## src/crx_pkg.sv

```systemverilog
/*
  Shared constants and types of the crossbar path control block.
  Assumes 8-bit register offsets reached over a two-wire serial slave.
*/
package crx_pkg;
  // Register offsets
  localparam logic [7:0] REG_SYSTEM_CONTROL = 8'h01;
  localparam logic [7:0] REG_ROUTE1 = 8'h02;
  localparam logic [7:0] REG_ROUTE2 = 8'h03;
  localparam logic [7:0] REG_ROUTE3 = 8'h04;
  localparam logic [7:0] REG_ROUTE4 = 8'h05;
  localparam logic [7:0] REG_SIDEBAND_SEL = 8'h06;
  localparam logic [7:0] REG_CROSS5_CTRL = 8'h07;
  localparam logic [7:0] REG_REVISION = 8'h09;
  // Field positions
  localparam int MODE_BIT = 7;
  localparam int LOW_GRP_POS = 0;
  localparam int HIGH_GRP_POS = 3;
  localparam int SB_SEL_POS = 6;
  localparam int XBAR_POS = 0;
  // Reset values
  localparam logic MODE_RESET = 1'b0;
  localparam logic [2:0] HS_SEL_RESET = 3'h0;
  localparam logic [1:0] SB_SEL_RESET = 2'h0;
  localparam logic [1:0] XBAR_RESET = 2'h1;
  // Sizes
  localparam int NUM_HS = 4;
  localparam int HS_INPUTS = 3;
  localparam int SYNC_W = 3;
  // Serial slave address: 7-bit base, select pins land on bits 2:1
  localparam logic [6:0] DEV_ADDR_BASE = 7'h30;
  localparam logic [3:0] BITS_PER_BYTE = 4'h8;
  localparam logic [3:0] LAST_BIT = 4'h7;

  typedef enum logic [2:0] {
    ST_IDLE, ST_ADDR, ST_OFFSET, ST_WDATA, ST_ACK, ST_RDATA, ST_RACK
  } crx_i2c_state_t;
endpackage

```

## src/crx_bus_if.sv

```systemverilog
/*
  Register access path between the serial slave and the register file.
  Assumes both ends run on the same core clock.
*/
`timescale 1ns/1ns
`default_nettype none
interface crx_bus_if;
  logic wr_stb;
  logic [7:0] wr_addr;
  logic [7:0] wr_data;
  logic [7:0] rd_addr;
  logic [7:0] rd_data;
  modport slave (output wr_stb, output wr_addr, output wr_data,
                 output rd_addr, input rd_data);
  modport regs (input wr_stb, input wr_addr, input wr_data,
                input rd_addr, output rd_data);
endinterface
`default_nettype wire

```

## src/crx_i2c_slave.sv

```systemverilog
/*
  Two-wire serial slave: address match, register offset, auto-increment.
  Assumes SCL and SDA are asynchronous pins; the core clock oversamples
  them many times per bit. No clock stretching is done.
*/
`timescale 1ns/1ns
`default_nettype none
module crx_i2c_slave
  import crx_pkg::*;
(
  input wire logic core_clk_in,
  input wire logic resetn_in,
  input wire logic scl_in,
  input wire logic sda_in,
  input wire logic [6:0] dev_addr_in,
  output logic sda_oe_n_out,
  crx_bus_if.slave bus
);
  logic [SYNC_W-1:0] scl_q, scl_d, sda_q, sda_d;
  crx_i2c_state_t st_q, st_d, ret_q, ret_d;
  logic [3:0] cnt_q, cnt_d;
  logic [7:0] sh_q, sh_d, off_q, off_d;
  logic drv_q, drv_d, wr_q, wr_d;
  logic oe_n_q, oe_n_d;
  logic scl_rise, scl_fall, start_c, stop_c;

  // Bit 0 feeds only bit 1; edges come from bits 1 and 2
  assign scl_rise = scl_q[1] & ~scl_q[2];
  assign scl_fall = ~scl_q[1] & scl_q[2];
  assign start_c = scl_q[1] & scl_q[2] & ~sda_q[1] & sda_q[2];
  assign stop_c = scl_q[1] & scl_q[2] & sda_q[1] & ~sda_q[2];

  assign bus.wr_stb = wr_q;
  assign bus.wr_addr = off_q;
  assign bus.wr_data = sh_q;
  assign bus.rd_addr = off_q;
  assign sda_oe_n_out = oe_n_q; // Pin enable comes straight off a flop

  // Protocol engine; start and stop override any state
  always_comb begin
    scl_d = {scl_q[SYNC_W-2:0], scl_in};
    sda_d = {sda_q[SYNC_W-2:0], sda_in};
    st_d = st_q;
    ret_d = ret_q;
    cnt_d = cnt_q;
    sh_d = sh_q;
    off_d = off_q;
    drv_d = drv_q;
    wr_d = 1'b0;
    if (wr_q) begin
      off_d = off_q + 8'h01;
    end
    if (start_c) begin
      st_d = ST_ADDR;
      cnt_d = 4'h0;
      drv_d = 1'b0;
    end else if (stop_c) begin
      st_d = ST_IDLE;
      drv_d = 1'b0;
    end else begin
      unique case (st_q)
        ST_IDLE: begin
        end
        ST_ADDR, ST_OFFSET, ST_WDATA: begin
          if (scl_rise) begin
            sh_d = {sh_q[6:0], sda_q[1]};
            cnt_d = cnt_q + 4'h1;
          end else if (scl_fall && cnt_q == BITS_PER_BYTE) begin
            cnt_d = 4'h0;
            st_d = ST_ACK;
            drv_d = 1'b1;
            if (st_q == ST_ADDR) begin
              if (sh_q[7:1] == dev_addr_in) begin
                ret_d = sh_q[0] ? ST_RDATA : ST_OFFSET;
              end else begin
                st_d = ST_IDLE; // Not ours: stay silent
                drv_d = 1'b0;
              end
            end else if (st_q == ST_OFFSET) begin
              off_d = sh_q;
              ret_d = ST_WDATA;
            end else begin
              wr_d = 1'b1;
              ret_d = ST_WDATA;
            end
          end
        end
        ST_ACK: begin
          if (scl_fall) begin
            st_d = ret_q;
            drv_d = 1'b0;
            if (ret_q == ST_RDATA) begin
              sh_d = bus.rd_data;
              drv_d = ~bus.rd_data[7];
              cnt_d = 4'h0;
            end
          end
        end
        ST_RDATA: begin
          if (scl_fall) begin
            if (cnt_q == LAST_BIT) begin
              drv_d = 1'b0;
              st_d = ST_RACK;
              cnt_d = 4'h0;
              off_d = off_q + 8'h01;
            end else begin
              sh_d = {sh_q[6:0], 1'b0};
              drv_d = ~sh_q[6];
              cnt_d = cnt_q + 4'h1;
            end
          end
        end
        ST_RACK: begin
          if (scl_rise && sda_q[1]) begin
            st_d = ST_IDLE; // Master ended the read
          end else if (scl_fall) begin
            st_d = ST_RDATA;
            sh_d = bus.rd_data;
            drv_d = ~bus.rd_data[7];
            cnt_d = 4'h0;
          end
        end
      endcase
    end
    // Enable kept active low in its own flop, no inverter on the pin
    oe_n_d = ~drv_d;
  end

  // Protocol registers; SDA idles released
  always_ff @(posedge core_clk_in or negedge resetn_in) begin
    if (!resetn_in) begin
      scl_q <= '1;
      sda_q <= '1;
      st_q <= ST_IDLE;
      ret_q <= ST_IDLE;
      cnt_q <= 4'h0;
      sh_q <= 8'h00;
      off_q <= 8'h00;
      drv_q <= 1'b0;
      wr_q <= 1'b0;
      oe_n_q <= 1'b1;
    end else begin
      scl_q <= scl_d;
      sda_q <= sda_d;
      st_q <= st_d;
      ret_q <= ret_d;
      cnt_q <= cnt_d;
      sh_q <= sh_d;
      off_q <= off_d;
      drv_q <= drv_d;
      wr_q <= wr_d;
      oe_n_q <= oe_n_d;
    end
  end
endmodule
`default_nettype wire

```

## src/crx_switch_ctrl.sv

```systemverilog
/*
  Path control of a passive crossbar: four 3:1 high-speed selects and a
  sideband 2:1 select with straight or swapped crossbar, set over a
  two-wire serial slave. Assumes the analog switches sit outside and
  treat an all-zero select as high impedance.
*/
`timescale 1ns/1ns
`default_nettype none
module crx_switch_ctrl
  import crx_pkg::*;
#(
  parameter logic [7:0] REVISION_ID = 8'h5A // Arbitrary value
) (
  input wire logic core_clk_in,
  input wire logic resetn_in,
  input wire logic path_enable_pin_in,
  input wire logic address_select_pin_low_in,
  input wire logic address_select_pin_high_in,
  input wire logic scl_in,
  input wire logic sda_in,
  output logic sda_out,
  output logic sda_oe_n_out,
  output logic [NUM_HS-1:0][HS_INPUTS-1:0] hs_route_out,
  output logic [1:0] sb_input_sel_out,
  output logic [1:0] sb_xbar_out,
  output logic standby_out
);
  crx_bus_if bus ();
  logic [2:0] pin_s1_q, pin_s1_d, pin_s2_q, pin_s2_d;
  logic path_en_s;
  logic mode_q, mode_d;
  logic [HS_INPUTS-1:0] op_sel_q [NUM_HS];
  logic [HS_INPUTS-1:0] op_sel_d [NUM_HS];
  logic [1:0] sb_sel_q, sb_sel_d, xbar_q, xbar_d;
  logic [3:0] sb_q, sb_d, sb_want;
  logic gate_c, sda_level_q, standby_d;
  logic [6:0] dev_addr;

  assign path_en_s = pin_s2_q[0];
  assign gate_c = path_en_s & mode_q;
  // Pin pair steps the 7-bit address by two, 8-bit pair by four
  assign dev_addr = DEV_ADDR_BASE | {4'h0, pin_s2_q[2:1], 1'b0};

  crx_i2c_slave u_slave (
    .core_clk_in (core_clk_in),
    .resetn_in (resetn_in),
    .scl_in (scl_in),
    .sda_in (sda_in),
    .dev_addr_in (dev_addr),
    .sda_oe_n_out (sda_oe_n_out),
    .bus (bus.slave)
  );

  // Two-stage sync of enable and address-select pins
  always_comb begin
    pin_s1_d = {address_select_pin_high_in, address_select_pin_low_in,
                path_enable_pin_in};
    pin_s2_d = pin_s1_q;
  end

  always_ff @(posedge core_clk_in or negedge resetn_in) begin
    if (!resetn_in) begin
      pin_s1_q <= 3'h0;
      pin_s2_q <= 3'h0;
      sda_level_q <= 1'b0;
    end else begin
      pin_s1_q <= pin_s1_d;
      pin_s2_q <= pin_s2_d;
      sda_level_q <= 1'b0; // Open drain: only ever pulls low
    end
  end
  assign sda_out = sda_level_q;

  // Register writes; reserved bits are dropped. Enable pin never touches
  // this state, so routing survives a low pulse on it.
  always_comb begin
    mode_d = mode_q;
    op_sel_d = op_sel_q;
    sb_sel_d = sb_sel_q;
    xbar_d = xbar_q;
    if (bus.wr_stb) begin
      case (bus.wr_addr)
        REG_SYSTEM_CONTROL: mode_d = bus.wr_data[MODE_BIT];
        REG_ROUTE1: op_sel_d[0] = bus.wr_data[LOW_GRP_POS +: HS_INPUTS];
        REG_ROUTE2: op_sel_d[1] = bus.wr_data[LOW_GRP_POS +: HS_INPUTS];
        REG_ROUTE3: op_sel_d[2] = bus.wr_data[HIGH_GRP_POS +: HS_INPUTS];
        REG_ROUTE4: op_sel_d[3] = bus.wr_data[HIGH_GRP_POS +: HS_INPUTS];
        REG_SIDEBAND_SEL: sb_sel_d = bus.wr_data[SB_SEL_POS +: 2];
        REG_CROSS5_CTRL: xbar_d = bus.wr_data[XBAR_POS +: 2];
        default: begin
        end
      endcase
    end
  end

  // Settings come up cleared except the crossbar field at 1; mode off keeps every path open
  always_ff @(posedge core_clk_in or negedge resetn_in) begin
    if (!resetn_in) begin
      mode_q <= MODE_RESET;
      for (int i = 0; i < NUM_HS; i++) begin
        op_sel_q[i] <= HS_SEL_RESET;
      end
      sb_sel_q <= SB_SEL_RESET;
      xbar_q <= XBAR_RESET;
    end else begin
      mode_q <= mode_d;
      op_sel_q <= op_sel_d;
      sb_sel_q <= sb_sel_d;
      xbar_q <= xbar_d;
    end
  end

  // Read mux; every offset answers, unmapped ones read zero
  always_comb begin
    bus.rd_data = 8'h00;
    case (bus.rd_addr)
      REG_SYSTEM_CONTROL: bus.rd_data[MODE_BIT] = mode_q;
      REG_ROUTE1: bus.rd_data[LOW_GRP_POS +: HS_INPUTS] = op_sel_q[0];
      REG_ROUTE2: bus.rd_data[LOW_GRP_POS +: HS_INPUTS] = op_sel_q[1];
      REG_ROUTE3: bus.rd_data[HIGH_GRP_POS +: HS_INPUTS] = op_sel_q[2];
      REG_ROUTE4: bus.rd_data[HIGH_GRP_POS +: HS_INPUTS] = op_sel_q[3];
      REG_SIDEBAND_SEL: bus.rd_data[SB_SEL_POS +: 2] = sb_sel_q;
      REG_CROSS5_CTRL: bus.rd_data[XBAR_POS +: 2] = xbar_q;
      REG_REVISION: bus.rd_data = REVISION_ID;
      default: bus.rd_data = 8'h00;
    endcase
  end

  // One select path per high-speed output, each on its own
  for (genvar g = 0; g < NUM_HS; g++) begin : g_hs
    logic [HS_INPUTS-1:0] want, nxt;
    always_comb begin
      want = (gate_c && $onehot(op_sel_q[g])) ? op_sel_q[g] : '0;
      // Open for one cycle before closing a different input
      nxt = (hs_route_out[g] != '0 && want != hs_route_out[g]) ? '0 : want;
    end
    always_ff @(posedge core_clk_in or negedge resetn_in) begin
      if (!resetn_in) begin
        hs_route_out[g] <= '0;
      end else begin
        hs_route_out[g] <= nxt;
      end
    end

  end

  // Sideband: input pair select then straight or swapped crossbar
  always_comb begin
    sb_want = (gate_c && $onehot(sb_sel_q) && $onehot(xbar_q))
              ? {sb_sel_q, xbar_q} : 4'h0;
    sb_d = (sb_q != 4'h0 && sb_want != sb_q) ? 4'h0 : sb_want;
    standby_d = ~gate_c;
  end

  always_ff @(posedge core_clk_in or negedge resetn_in) begin
    if (!resetn_in) begin
      sb_q <= 4'h0;
      standby_out <= 1'b1;
    end else begin
      sb_q <= sb_d;
      standby_out <= standby_d;
    end
  end
  assign sb_input_sel_out = sb_q[3:2];
  assign sb_xbar_out = sb_q[1:0];
endmodule
`default_nettype wire

```

## config.mk

```make
export PLATFORM = sky130hd
export DESIGN_NAME = crx_switch_ctrl
export DESIGN_NICKNAME = d
export VERILOG_FILES = /design/src/crx_pkg.sv /design/src/crx_bus_if.sv /design/src/crx_i2c_slave.sv /design/src/crx_switch_ctrl.sv
export SDC_FILE = /design/constraint.sdc
export NUM_CORES = 1
export LEC_CHECK = 0
export BUFFER_PORTS_ARGS = -buffer_cell sky130_fd_sc_hd__buf_2
export CORE_UTILIZATION = 58
export DETAILED_ROUTE_END_ITERATION = 6
export GPL_TIMING_DRIVEN = 0
export PLACE_DENSITY = 0.77
export SETUP_SLACK_MARGIN = 0.5
export SYNTH_ARGS = -nofsm -noshare
export SYNTH_HDL_FRONTEND = slang
export SYNTH_SLANG_ARGS = --single-unit
```

## constraint.sdc

```tcl
create_clock -name core_clk_in -period 4.8 [get_ports core_clk_in]
set_input_delay 0.48 -clock core_clk_in [delete_from_list [all_inputs] [get_ports core_clk_in]]
set_output_delay 0.48 -clock core_clk_in [all_outputs]
set_load 0.02 [all_outputs]
```

==> impl_metrics.env, run 1 <==
export IMPL_multi_input_comb_area_mm2=0.002276
export IMPL_hold_path_class="primary input to flop"
export IMPL_cts_tree="done"
export IMPL_netlist_instances=448
export IMPL_track_usage=0.2703
export IMPL_hold_viol_final=0
export IMPL_switching_power_mw=0.3724
export IMPL_first_pass_iteration_count_of_the_detailed_router=4
export IMPL_cap_violations=0
export IMPL_stdcell_count=588
export IMPL_finalWorstPathRequiredPeriod_ns=2.161
export IMPL_htreeDepth=3
export IMPL_power_mw=1.305
export IMPL_pwr_share_seq=0.573
export IMPL_swShare=0.2855
export IMPL_place_detailed_hpwl_um=7087
export IMPL_syn_nets=465
export IMPL_worstRegToRegCells=7
export IMPL_final_period_utilization=0.4502
export IMPL_routed_via_density=6.216
export IMPL_grt_pass1_vias=3435
export IMPL_irDropWorstVdd_uv=158.6
export IMPL_route_detailed_wl_per_inst_um=16.89
export IMPL_cts_resized_gates=0
export IMPL_grt_antenna_before_repair=0
export IMPL_cp_startpoint="u_slave.bus.rd_addr[0]$_DFF_PN0_"
export IMPL_max_freq_mhz=462.7
export IMPL_share_of_layout_cells_above_drive_strength_1=0.1861
export IMPL_grt_first_pass_wirelength_um=16060
export IMPL_timing_hold_worst_path_depth=1
export IMPL_area_growth_syn_to_layout_pct=10.19
export IMPL_report_final_setup_viol=0
export IMPL_antenna_violating_nets_post_route=0
export IMPL_worst_setup_path_end_kind="flop"
export IMPL_placement_cell_area_mm2=0.004632
export IMPL_leakagePower_nw=2.009
export IMPL_slew_headroom=0.5293
export IMPL_placeableCoreArea_mm2=0.007253
export IMPL_final_design_area_no_fill_mm2=0.004802
export IMPL_gpl_final_weighted_congestion=0.9662
export IMPL_syn_std_cell_area_mm2=0.004358
export IMPL_route_detailed_drc=0
export IMPL_min_delay_start="scl_in"
export IMPL_synth_edf_count=0
export IMPL_floorplan_initialDensity=0.6008
export IMPL_cp_data_required_time_ns=5.04
export IMPL_fill_cells=609
export IMPL_synth_ff_type="dfrtp_1"
export IMPL_synth_cell_type_count=69
export IMPL_hold_path_end="u_slave.scl_q[0]$_DFF_PN1_"
export IMPL_asyncSetResetFlopFracSynth=1.000
export IMPL_design_die_area_mm2=0.007864
export IMPL_clock_pin_transition_on_the_worst_setup_and_hold_timing_paths_ns=0.07
export IMPL_die_height_um=88.68
export IMPL_comb_power_share=0.111
export IMPL_post_syn_area_per_cell_um2=9.728
export IMPL_launching_element_type_of_the_critical_path="flop"
export IMPL_rows=31
export IMPL_setup_repair_after_global_routing_missed_its_margin="no"
export IMPL_drt_wl_total_um=9930
export IMPL_ys_seq_elements=75
export IMPL_grt_overflow_total=0
export IMPL_cp_arrival_ns=2.40
export IMPL_dieWidth_um=88.68
export IMPL_internal_power_mw=0.9322
export IMPL_antennaDiodeCount=0
export IMPL_synth_yosys_warnings=0
export IMPL_dr_total_vias=3655
export IMPL_numClockSinks=75
export IMPL_synth_sequential_area_ratio=0.4332
export IMPL_layout_common_cells="dfrtp_1, buf_2, nand2_1"
export IMPL_r2r_end="u_slave.drv_q$_DFF_PN0_"
export IMPL_starting_drt_drc_count=237
export IMPL_skew_ns=0.007142
export IMPL_final_common_cell="dfrtp_1"
export IMPL_tritoncts_num_buffers=9
export IMPL_critPathKind="flop to flop"
export IMPL_worst_skew_pair_late_latency_ns=0.35
export IMPL_cts_root_buf="clkbuf_8"
export IMPL_tightestPinTransition_ns=0.6883
export IMPL_port_buffers=24
export IMPL_status="finished, final reports clean"
export IMPL_fin_tns_setup_ns=0
export IMPL_buffer_levels_on_the_longest_clock_path=2
export IMPL_grt_start_max_net_pins=73
export IMPL_worstPathMaxFanout=8
export IMPL_p_per_area_mw_per_mm2=271.7
export IMPL_final_seq_area_mm2=0.001888
export IMPL_max_slew_violation_count=0
export IMPL_setup_slack_of_the_most_critical_reg_to_reg_path_ns=2.64
export IMPL_clock_power_share=0.316
export IMPL_post_place_cells=572
export IMPL_number_of_nets_in_the_layout=502
export IMPL_top_level_ports=26
export IMPL_timing_rr_start="u_slave.bus.rd_addr[0]$_DFF_PN0_"
stage by stage:
step	hold slack, ns	utilization	worst slack (ns)
2_1_floorplan	0.1844	-	2.921
3_3_place_gp	0.3348	0.6345	2.686
3_5_place_dp	0.2929	0.6386	2.669
4_1_cts	0.2153	0.6621	2.650
5_1_grt	0.2201	0.6621	2.448
6_report	0.2197	0.6621	2.639
cells in the mapped netlist (all sizes together), types with 4 or more instances:
library cell / count / share of area
a21oi: 17 / 0.020
fa: 4 / 0.018
xnor2: 13 / 0.026
o22ai: 6 / 0.0086
nor2: 29 / 0.025
and3: 9 / 0.013
buf: 12 / 0.014
ha: 6 / 0.017
xor2: 6 / 0.012
dfrtp: 66 / 0.38
nor4b: 5 / 0.010
nor2b: 8 / 0.011
o21ai: 18 / 0.021
a22oi: 8 / 0.014
o31ai: 4 / 0.0069
a31oi: 8 / 0.011
inv: 24 / 0.021
nand3b: 9 / 0.016
nor4: 18 / 0.026
nand4: 7 / 0.010
clkbuf: 11 / 0.0095
nand2b: 10 / 0.015
nand2: 33 / 0.028
nand3: 15 / 0.017
nor3: 9 / 0.017
mux2: 20 / 0.052
dfstp: 9 / 0.054
how the worst max path moves through the flow:
stage	end	slack [ns]	cells past startpoint
after floorplan	u_slave.bus.rd_addr[0]$_DFF_PN0_	2.92	7
after global placement	u_slave.bus.rd_addr[0]$_DFF_PN0_	2.69	7
after detailed placement	u_slave.drv_q$_DFF_PN0_	2.67	7
after CTS	u_slave.drv_q$_DFF_PN0_	2.65	7
after global routing	u_slave.sda_oe_n_out$_DFF_PN1_	2.45	7
final	u_slave.drv_q$_DFF_PN0_	2.64	7
sequential cells by signal, summed over array words and instances, names as in the netlist:
register / count
hs_route_out: 12
mode_q: 1
op_sel_q: 12
pin_s1_q: 3
pin_s2_q: 3
sb_q: 4
sb_sel_q: 2
standby_out: 1
u_slave.bus.rd_addr: 8
u_slave.bus.wr_data: 8
u_slave.bus.wr_stb: 1
u_slave.cnt_q: 4
u_slave.drv_q: 1
u_slave.ret_q: 3
u_slave.scl_q: 3
u_slave.sda_oe_n_out: 1
u_slave.sda_q: 3
u_slave.st_q: 3
xbar_q: 2
power by group through the flow:
stage	Sequential (mW)	Clock (mW)	Combinational, mW
after floorplan	0.722	0	0.103
after global placement	0.755	0	0.133
after detailed placement	0.757	0	0.143
after CTS	0.745	0.422	0.144
after global routing	0.754	0.441	0.163
final	0.748	0.413	0.144
critical path, cell delays in order, from the launching register on:
cell and delay [ns]:
dfrtp_1 0.42, inv_1 0.17, ha_1 0.17, clkbuf_1 0.30, nand3_1 0.14, a211oi_2 0.29, a2111oi_0 0.20, o41a_1 0.34
kinds of logic (layout without fill, tap and decap cells):
family	Yosys count	in the layout	synth area share
AOI/OAI and AO/OA	108	108	0.1774
buffers and inverters	47	88	0.04450
xor gates and xnor gates	19	19	0.03819
DFF	75	75	0.4332
other	1	1	0.0008605
adders and majority gates	10	10	0.03560
muxes	23	23	0.05857
and+or+nand+nor	165	165	0.2116
area by class of cell:
class                   count  share of cell area
repair buffers             26             0.03335
multi-input cells         326              0.4739
well taps                  99             0.02579
inverters                  24             0.01876
flip-flops and latches     75              0.3932
plain buffers              23             0.02163
clock inverters             3            0.003127
clock buffers              12             0.03022
per-layer routing:
metal  vias up  share of wire  routed length [um]  track usage
met5         -              0                   0            0
met4         0          0.023                 224       0.1173
met3        18          0.056                 555      0.04011
met2       122           0.50                4918       0.4490
met1      1795           0.43                4231       0.3533
li1       1720              -                   -            -
repair_timing:
action / 4_1_cts / 5_1_grt
hold buffers: 1 / 0
buffers inserted: 0 / 0
endpoints found under the setup margin: 0 / 0
endpoints found under the hold margin: 3 / 0
Power figures use the tool's default switching activity.
==> run 2, diff against run 1 <==
--- a/config.mk
+++ b/config.mk
@@ -5,6 +5,7 @@
 export SDC_FILE = /design/constraint.sdc
 export NUM_CORES = 1
 export LEC_CHECK = 0
+export ABC_AREA = 1
 export BUFFER_PORTS_ARGS = -buffer_cell sky130_fd_sc_hd__buf_2
 export CORE_UTILIZATION = 58
 export DETAILED_ROUTE_END_ITERATION = 6
==> constraint.sdc (replaced) <==
create_clock -name core_clk_in -period 2.2 [get_ports core_clk_in]
set_input_delay 0.22 -clock core_clk_in [delete_from_list [all_inputs] [get_ports core_clk_in]]
set_output_delay 0.22 -clock core_clk_in [all_outputs]
set_load 0.02 [all_outputs]
==> impl_metrics.env, run 2 <==
export IMPL_synth_edf_count=0
export IMPL_antennaDiodeCount=0
export IMPL_synth_largest_type_area_fraction=0.3848
export IMPL_place_detailed_hpwl_um=7126
export IMPL_layout_core_utilization=0.7668
export IMPL_cp_data_required_time_ns=2.48
export IMPL_cap_violations=0
export IMPL_share_of_layout_cells_above_drive_strength_1=0.2908
export IMPL_dieWidth_um=88.02
export IMPL_slew_headroom=0.6178
export IMPL_synth_top_family_by_area="simple AND/OR/NAND/NOR gates"
export IMPL_fin_tns_setup_ns=0
export IMPL_antenna_violating_nets_post_route=0
export IMPL_yosys_area_share_xor_xnor=0.03265
export IMPL_report_final_setup_viol=0
export IMPL_yosysMostFrequentCell="nand2_1"
export IMPL_design_die_area_mm2=0.007748
export IMPL_max_freq_mhz=552.8
export IMPL_rows=30
export IMPL_hold_viol_final=0
export IMPL_clock_pin_transition_on_the_worst_setup_and_hold_timing_paths_ns=0.08
export IMPL_grt_pass1_vias=3727
export IMPL_grt_start_max_net_pins=45
export IMPL_tritoncts_num_buffers=9
export IMPL_hold_path_class="primary input to asynchronous set/reset pin"
export IMPL_layout_common_cells="nand2_1, inv_1, dfrtp_1"
export IMPL_worst_hold_slack_ns=0.3514
export IMPL_yosys_top_cells_area="dfrtp_1, nand2_1, inv_1"
export IMPL_largest_registers="hs_route_out (12), op_sel_q (12)"
export IMPL_area_growth_syn_to_layout_pct=24.75
export IMPL_synth_area_mux_share=0
export IMPL_syn_nets=585
export IMPL_netlist_instances=568
export IMPL_cts_tree="done"
export IMPL_synth_largest_area_cell="dfrtp_1"
export IMPL_gpl_final_weighted_congestion=0.8890
export IMPL_final_period_utilization=0.8223
export IMPL_synth_ff_type="dfrtp_1"
export IMPL_syn_std_cell_area_mm2=0.004292
export IMPL_top_level_ports=26
export IMPL_leakagePower_nw=2.544
export IMPL_route_detailed_drc=0
export IMPL_number_of_nets_in_the_layout=655
export IMPL_irDropWorstVdd_uv=758.3
export IMPL_worstPathMaxFanout=3
export IMPL_ys_seq_elements=75
export IMPL_cp_arrival_ns=2.09
export IMPL_synth_adder_area_share=0.03615
export IMPL_cts_root_buf="clkbuf_8"
export IMPL_first_pass_iteration_count_of_the_detailed_router=5
export IMPL_status="finished, final reports clean"
export IMPL_buffer_levels_on_the_longest_clock_path=2
export IMPL_max_slew_violation_count=0
export IMPL_dr_total_vias=4167
export IMPL_synth_cell_type_count=38
export IMPL_routed_via_density=5.639
export IMPL_synthSimpleGateAreaFrac=0.3015
export IMPL_worst_skew_pair_late_latency_ns=0.36
export IMPL_synth_yosys_warnings=0
export IMPL_track_usage=0.2814
export IMPL_grt_antenna_before_repair=0
export IMPL_launching_element_type_of_the_critical_path="flop"
export IMPL_drt_wl_total_um=10950
export IMPL_placeableCoreArea_mm2=0.006982
export IMPL_die_height_um=88.02
export IMPL_route_detailed_wl_per_inst_um=14.81
export IMPL_worst_setup_path_end_kind="flop"
export IMPL_tightestPinTransition_ns=0.5732
export IMPL_critPathKind="flop to flop"
export IMPL_grt_first_pass_wirelength_um=16620
export IMPL_p_per_area_mw_per_mm2=737.4
export IMPL_numClockSinks=75
export IMPL_synth_sequential_area_ratio=0.4399
export IMPL_asyncSetResetFlopFracSynth=1.000
export IMPL_setup_repair_after_global_routing_missed_its_margin="yes"
export IMPL_synthTopCellsByCount="nand2_1, inv_1, dfrtp_1"
export IMPL_skew_ns=0.008290
export IMPL_htreeDepth=3
export IMPL_synth_compound_gate_area_share=0.1108
export IMPL_post_syn_area_per_cell_um2=7.556
export IMPL_finalWorstPathRequiredPeriod_ns=1.809
export IMPL_floorplan_initialDensity=0.6147
export IMPL_grt_overflow_total=0
export IMPL_port_buffers=24
export IMPL_starting_drt_drc_count=365
export IMPL_final_common_cell="nand2_1"
==> run 2: per-stage QoR <==
stage / total power, mW / cell area, um2 / instances / setup slack [ns]
finish: 3.948 / 5354 / 739 / 0.3910
global route: 4.137 / 5354 / 739 / 0.3236
CTS: 3.786 / 4901 / 717 / 0.5035
detailed placement: 2.684 / 4554 / 689 / 0.3588
global placement: 2.654 / 4532 / 688 / 0.4111
floorplan: 2.378 / 4292 / 568 / 0.6057
==> run 2: metal layers <==
metal | part of all wire | global-route usage
met1 | 0.41 | 0.3666
met2 | 0.50 | 0.4729
met3 | 0.054 | 0.04807
met4 | 0.034 | 0.1056
met5 | 0 | 0
==> run 2: path summary, 6_finish.rpt <==
kind / from / endpoint / slack, ns / cells past startpoint
worst min-delay path: resetn_in / u_slave.cnt_q[0]$_DFFE_PN0P_ / 0.35 / 2
worst max register to register: op_sel_q[2]$_DFFE_PN0P_ / hs_route_out[11]$_DFF_PN0_ / 0.39 / 7
worst min register to register: pin_s1_q[1]$_DFF_PN0_ / pin_s2_q[1]$_DFF_PN0_ / 0.36 / 0
max in group asynchronous: resetn_in / xbar_q[0]$_DFFE_PN1P_ / 1.24 / 3
worst max-delay path: op_sel_q[2]$_DFFE_PN0P_ / hs_route_out[11]$_DFF_PN0_ / 0.39 / 7
min in group core_clk_in: pin_s1_q[1]$_DFF_PN0_ / pin_s2_q[1]$_DFF_PN0_ / 0.36 / 0
==> run 2: power breakdown <==
group          total [mW]  switching, mW  internal (mW)
combinational        1.20          0.819          0.378
clock                1.07          0.544          0.526
sequential           1.68          0.172           1.51
==> run 2: logic make-up (layout without fill, tap and decap cells) <==
family	Yosys count	after routing
buf+inv	86	161
xor+xnor	16	16
compound gates	87	87
fa+ha+maj	10	10
other cells	1	1
flops	75	75
simple gates	293	293
==> run 2: layout make-up <==
type / count / area, um2
well taps: 96 / 120.1
fillers: 516 / 1628
plain buffers: 4 / 22.52
inverters: 82 / 315.3
multi-input cells: 407 / 2394
repair buffers: 59 / 412.9
clock inverters: 6 / 65.06
flip-flops and latches: 75 / 1897
clock buffers: 10 / 127.6
==> run 2: worst max-delay path: stages (launching register included) <==
cell	delay (ns)
dfrtp_1	0.35
inv_1	0.06
fa_1	0.53
nor2_4	0.19
nand2_2	0.11
xor2_2	0.20
nand3_2	0.12
a21oi_1	0.17
==> run 2: what timing repair did <==
item,4_1_cts,5_1_grt
hold buffers,6,0
pin swaps,2,30
buffers inserted,6,22
hold endpoints to repair,29,0
gates resized for setup,13,93
endpoints found under the setup margin,30,48
==> run 3, diff against run 2 <==
--- a/config.mk
+++ b/config.mk
@@ -5,7 +5,7 @@
 export SDC_FILE = /design/constraint.sdc
 export NUM_CORES = 1
 export LEC_CHECK = 0
-export ABC_AREA = 1
+export ABC_AREA = 0
 export BUFFER_PORTS_ARGS = -buffer_cell sky130_fd_sc_hd__buf_2
 export CORE_UTILIZATION = 58
 export DETAILED_ROUTE_END_ITERATION = 6
==> constraint.sdc (replaced) <==
create_clock -name core_clk_in -period 1.9 [get_ports core_clk_in]
set_input_delay 0.19 -clock core_clk_in [delete_from_list [all_inputs] [get_ports core_clk_in]]
set_output_delay 0.19 -clock core_clk_in [all_outputs]
set_load 0.02 [all_outputs]
==> impl_metrics.env, run 3 (same netlist as run 1, synthesis figures left out) <==
export IMPL_largest_registers="hs_route_out (12), op_sel_q (12)"
export IMPL_post_place_cells=572
export IMPL_worstRegToRegCells=5
export IMPL_worst_skew_pair_late_latency_ns=0.37
export IMPL_route_detailed_wl_per_inst_um=24.62
export IMPL_tightestPinTransition_ns=0.5993
export IMPL_r2r_end="op_sel_q[7]$_DFFE_PN0P_"
export IMPL_critPathSlowestCell="or4_4"
export IMPL_buffer_levels_on_the_longest_clock_path=2
export IMPL_irDropWorstVdd_uv=521.0
export IMPL_cp_data_required_time_ns=2.14
export IMPL_track_usage=0.3395
export IMPL_place_detailed_hpwl_um=7421
export IMPL_worst_setup_path_end_kind="flop"
export IMPL_starting_drt_drc_count=523
export IMPL_largest_delay_share_family_worst_path="simple AND/OR/NAND/NOR gates"
export IMPL_number_of_nets_in_the_layout=579
export IMPL_max_slew_violation_count=0
export IMPL_skew_ns=0.01729
export IMPL_grt_pass1_vias=4148
export IMPL_cap_violations=0
export IMPL_grt_start_max_net_pins=52
export IMPL_timing_rr_start="u_slave.bus.rd_addr[4]$_DFF_PN0_"
export IMPL_numClockSinks=75
export IMPL_die_height_um=88.68
export IMPL_port_buffers=24
export IMPL_crit_path_max_incr_delay_ns=0.60
export IMPL_rows=31
export IMPL_routed_via_density=6.946
export IMPL_first_pass_iteration_count_of_the_detailed_router=5
export IMPL_slew_headroom=0.5968
export IMPL_status="finished with violations"
export IMPL_grt_overflow_total=0
export IMPL_dr_total_vias=4626
export IMPL_final_period_utilization=1.075
export IMPL_gpl_final_weighted_congestion=0.9128
export IMPL_antennaDiodeCount=0
export IMPL_area_growth_syn_to_layout_pct=51.13
export IMPL_top_level_ports=26
export IMPL_placeableCoreArea_mm2=0.007253
export IMPL_timing_final_ws_setup_ns=-0.1419
export IMPL_floorplan_initialDensity=0.6008
export IMPL_design_die_area_mm2=0.007864
export IMPL_worst_hold_slack_ns=0.2606
export IMPL_tritoncts_num_buffers=9
export IMPL_finalWorstPathRequiredPeriod_ns=2.042
export IMPL_max_freq_mhz=489.7
export IMPL_hold_path_class="primary input to asynchronous set/reset pin"
export IMPL_clock_pin_transition_on_the_worst_setup_and_hold_timing_paths_ns=0.09
export IMPL_cts_tree="done"
export IMPL_report_final_setup_viol=28
export IMPL_route_detailed_drc=0
export IMPL_drt_wl_total_um=16400
export IMPL_htreeDepth=3
export IMPL_p_per_area_mw_per_mm2=618.6
export IMPL_antenna_violating_nets_post_route=0
export IMPL_leakagePower_nw=2.635
export IMPL_grt_antenna_before_repair=0
export IMPL_cp_buffers_inverters=1
export IMPL_cts_root_buf="clkbuf_8"
export IMPL_dieWidth_um=88.68
export IMPL_hold_viol_final=0
export IMPL_setup_repair_after_global_routing_missed_its_margin="yes"
export IMPL_share_of_layout_cells_above_drive_strength_1=0.5467
export IMPL_crit_path_cell_trace="or4_4, nor3_4, buf_6, nand3_4, mux2_2"
export IMPL_worstPathMaxFanout=4
export IMPL_layout_common_cells="buf_4, dfrtp_1, buf_6"
export IMPL_cp_arrival_ns=2.28
export IMPL_critPathKind="flop to flop"
export IMPL_launching_element_type_of_the_critical_path="flop"
export IMPL_final_common_cell="buf_4"
export IMPL_violations="negative setup slack"
export IMPL_pre_cts_setup_slack_ns=-0.1895
export IMPL_setup_slack_of_the_most_critical_reg_to_reg_path_ns=-0.14
export IMPL_fin_tns_setup_ns=-1.724
export IMPL_stdcell_count=666
export IMPL_grt_first_pass_wirelength_um=19800
[run 3: cell count changes in the layout (fill, tap and decap cells not counted), sizes merged, moves of 10 or more]
cell / before / now
nand2b: 0 / 10
nand3: 47 / 15
nor4: 1 / 18
buf: 55 / 112
o21ai: 50 / 18
inv: 83 / 24
nand2: 155 / 33
nor2: 64 / 29
mux2: 0 / 20
[run 3: final cells by class]
class	count	area (um2)
Clock inverter	5	78.83
Timing Repair Buffer	103	860.8
Inverter	24	102.6
Fill cell	272	666.9
Tap cell	99	123.9
Multi-Input combinational cell	326	3119
Sequential cell	75	1918
Buffer	23	251.5
Clock buffer	11	131.4
[run 3: repair_timing]
item | CTS | global route
setup buffers | 50 | 21
pin swaps | 46 | 42
gates resized for setup | 140 | 92
cloned | 1 | 0
endpoints found under the hold margin | 22 | 0
hold buffers | 6 | 0
endpoints found under the setup margin | 62 | 62
[run 3: how the worst max path moves through the flow]
stage | slack [ns] | endpoint | from | depth (start not counted)
floorplan | 0.13 | u_slave.bus.wr_data[2]$_DFFE_PN0P_ | u_slave.scl_q[1]$_DFF_PN1_ | 8
global placement | -0.18 | u_slave.bus.rd_addr[3]$_DFF_PN0_ | u_slave.cnt_q[0]$_DFFE_PN0P_ | 8
detailed placement | -0.19 | u_slave.bus.rd_addr[3]$_DFF_PN0_ | u_slave.cnt_q[0]$_DFFE_PN0P_ | 8
CTS | -0.01 | xbar_q[1]$_DFFE_PN0P_ | u_slave.bus.rd_addr[6]$_DFF_PN0_ | 4
global route | -0.16 | op_sel_q[7]$_DFFE_PN0P_ | u_slave.bus.rd_addr[4]$_DFF_PN0_ | 5
finish | -0.14 | op_sel_q[7]$_DFFE_PN0P_ | u_slave.bus.rd_addr[4]$_DFF_PN0_ | 5
[run 3: power by group]
group | total, mW | switching (mW) | internal [mW] | leakage, nW
combinational | 0.723 | 0.379 | 0.344 | 1.59
sequential | 1.94 | 0.240 | 1.70 | 0.933
clock | 1.41 | 0.670 | 0.740 | 0.107
total | 4.07 | 1.29 | 2.79 | 2.63
[run 3: per-stage QoR]
step           power (mW)    util  area, um2
2_1_floorplan       2.097       -       4516
3_3_place_gp        2.271  0.6562       4760
3_5_place_dp        2.295  0.6603       4790
4_1_cts             3.842  0.8272       6000
5_1_grt             4.166  0.9081       6586
6_report            4.074  0.9081       6586
[run 3: layer usage]
metal | GRT usage | part of all wire
met1 | 0.4008 | 0.35
met2 | 0.5664 | 0.48
met3 | 0.06623 | 0.090
met4 | 0.2199 | 0.084
met5 | 0 | 0
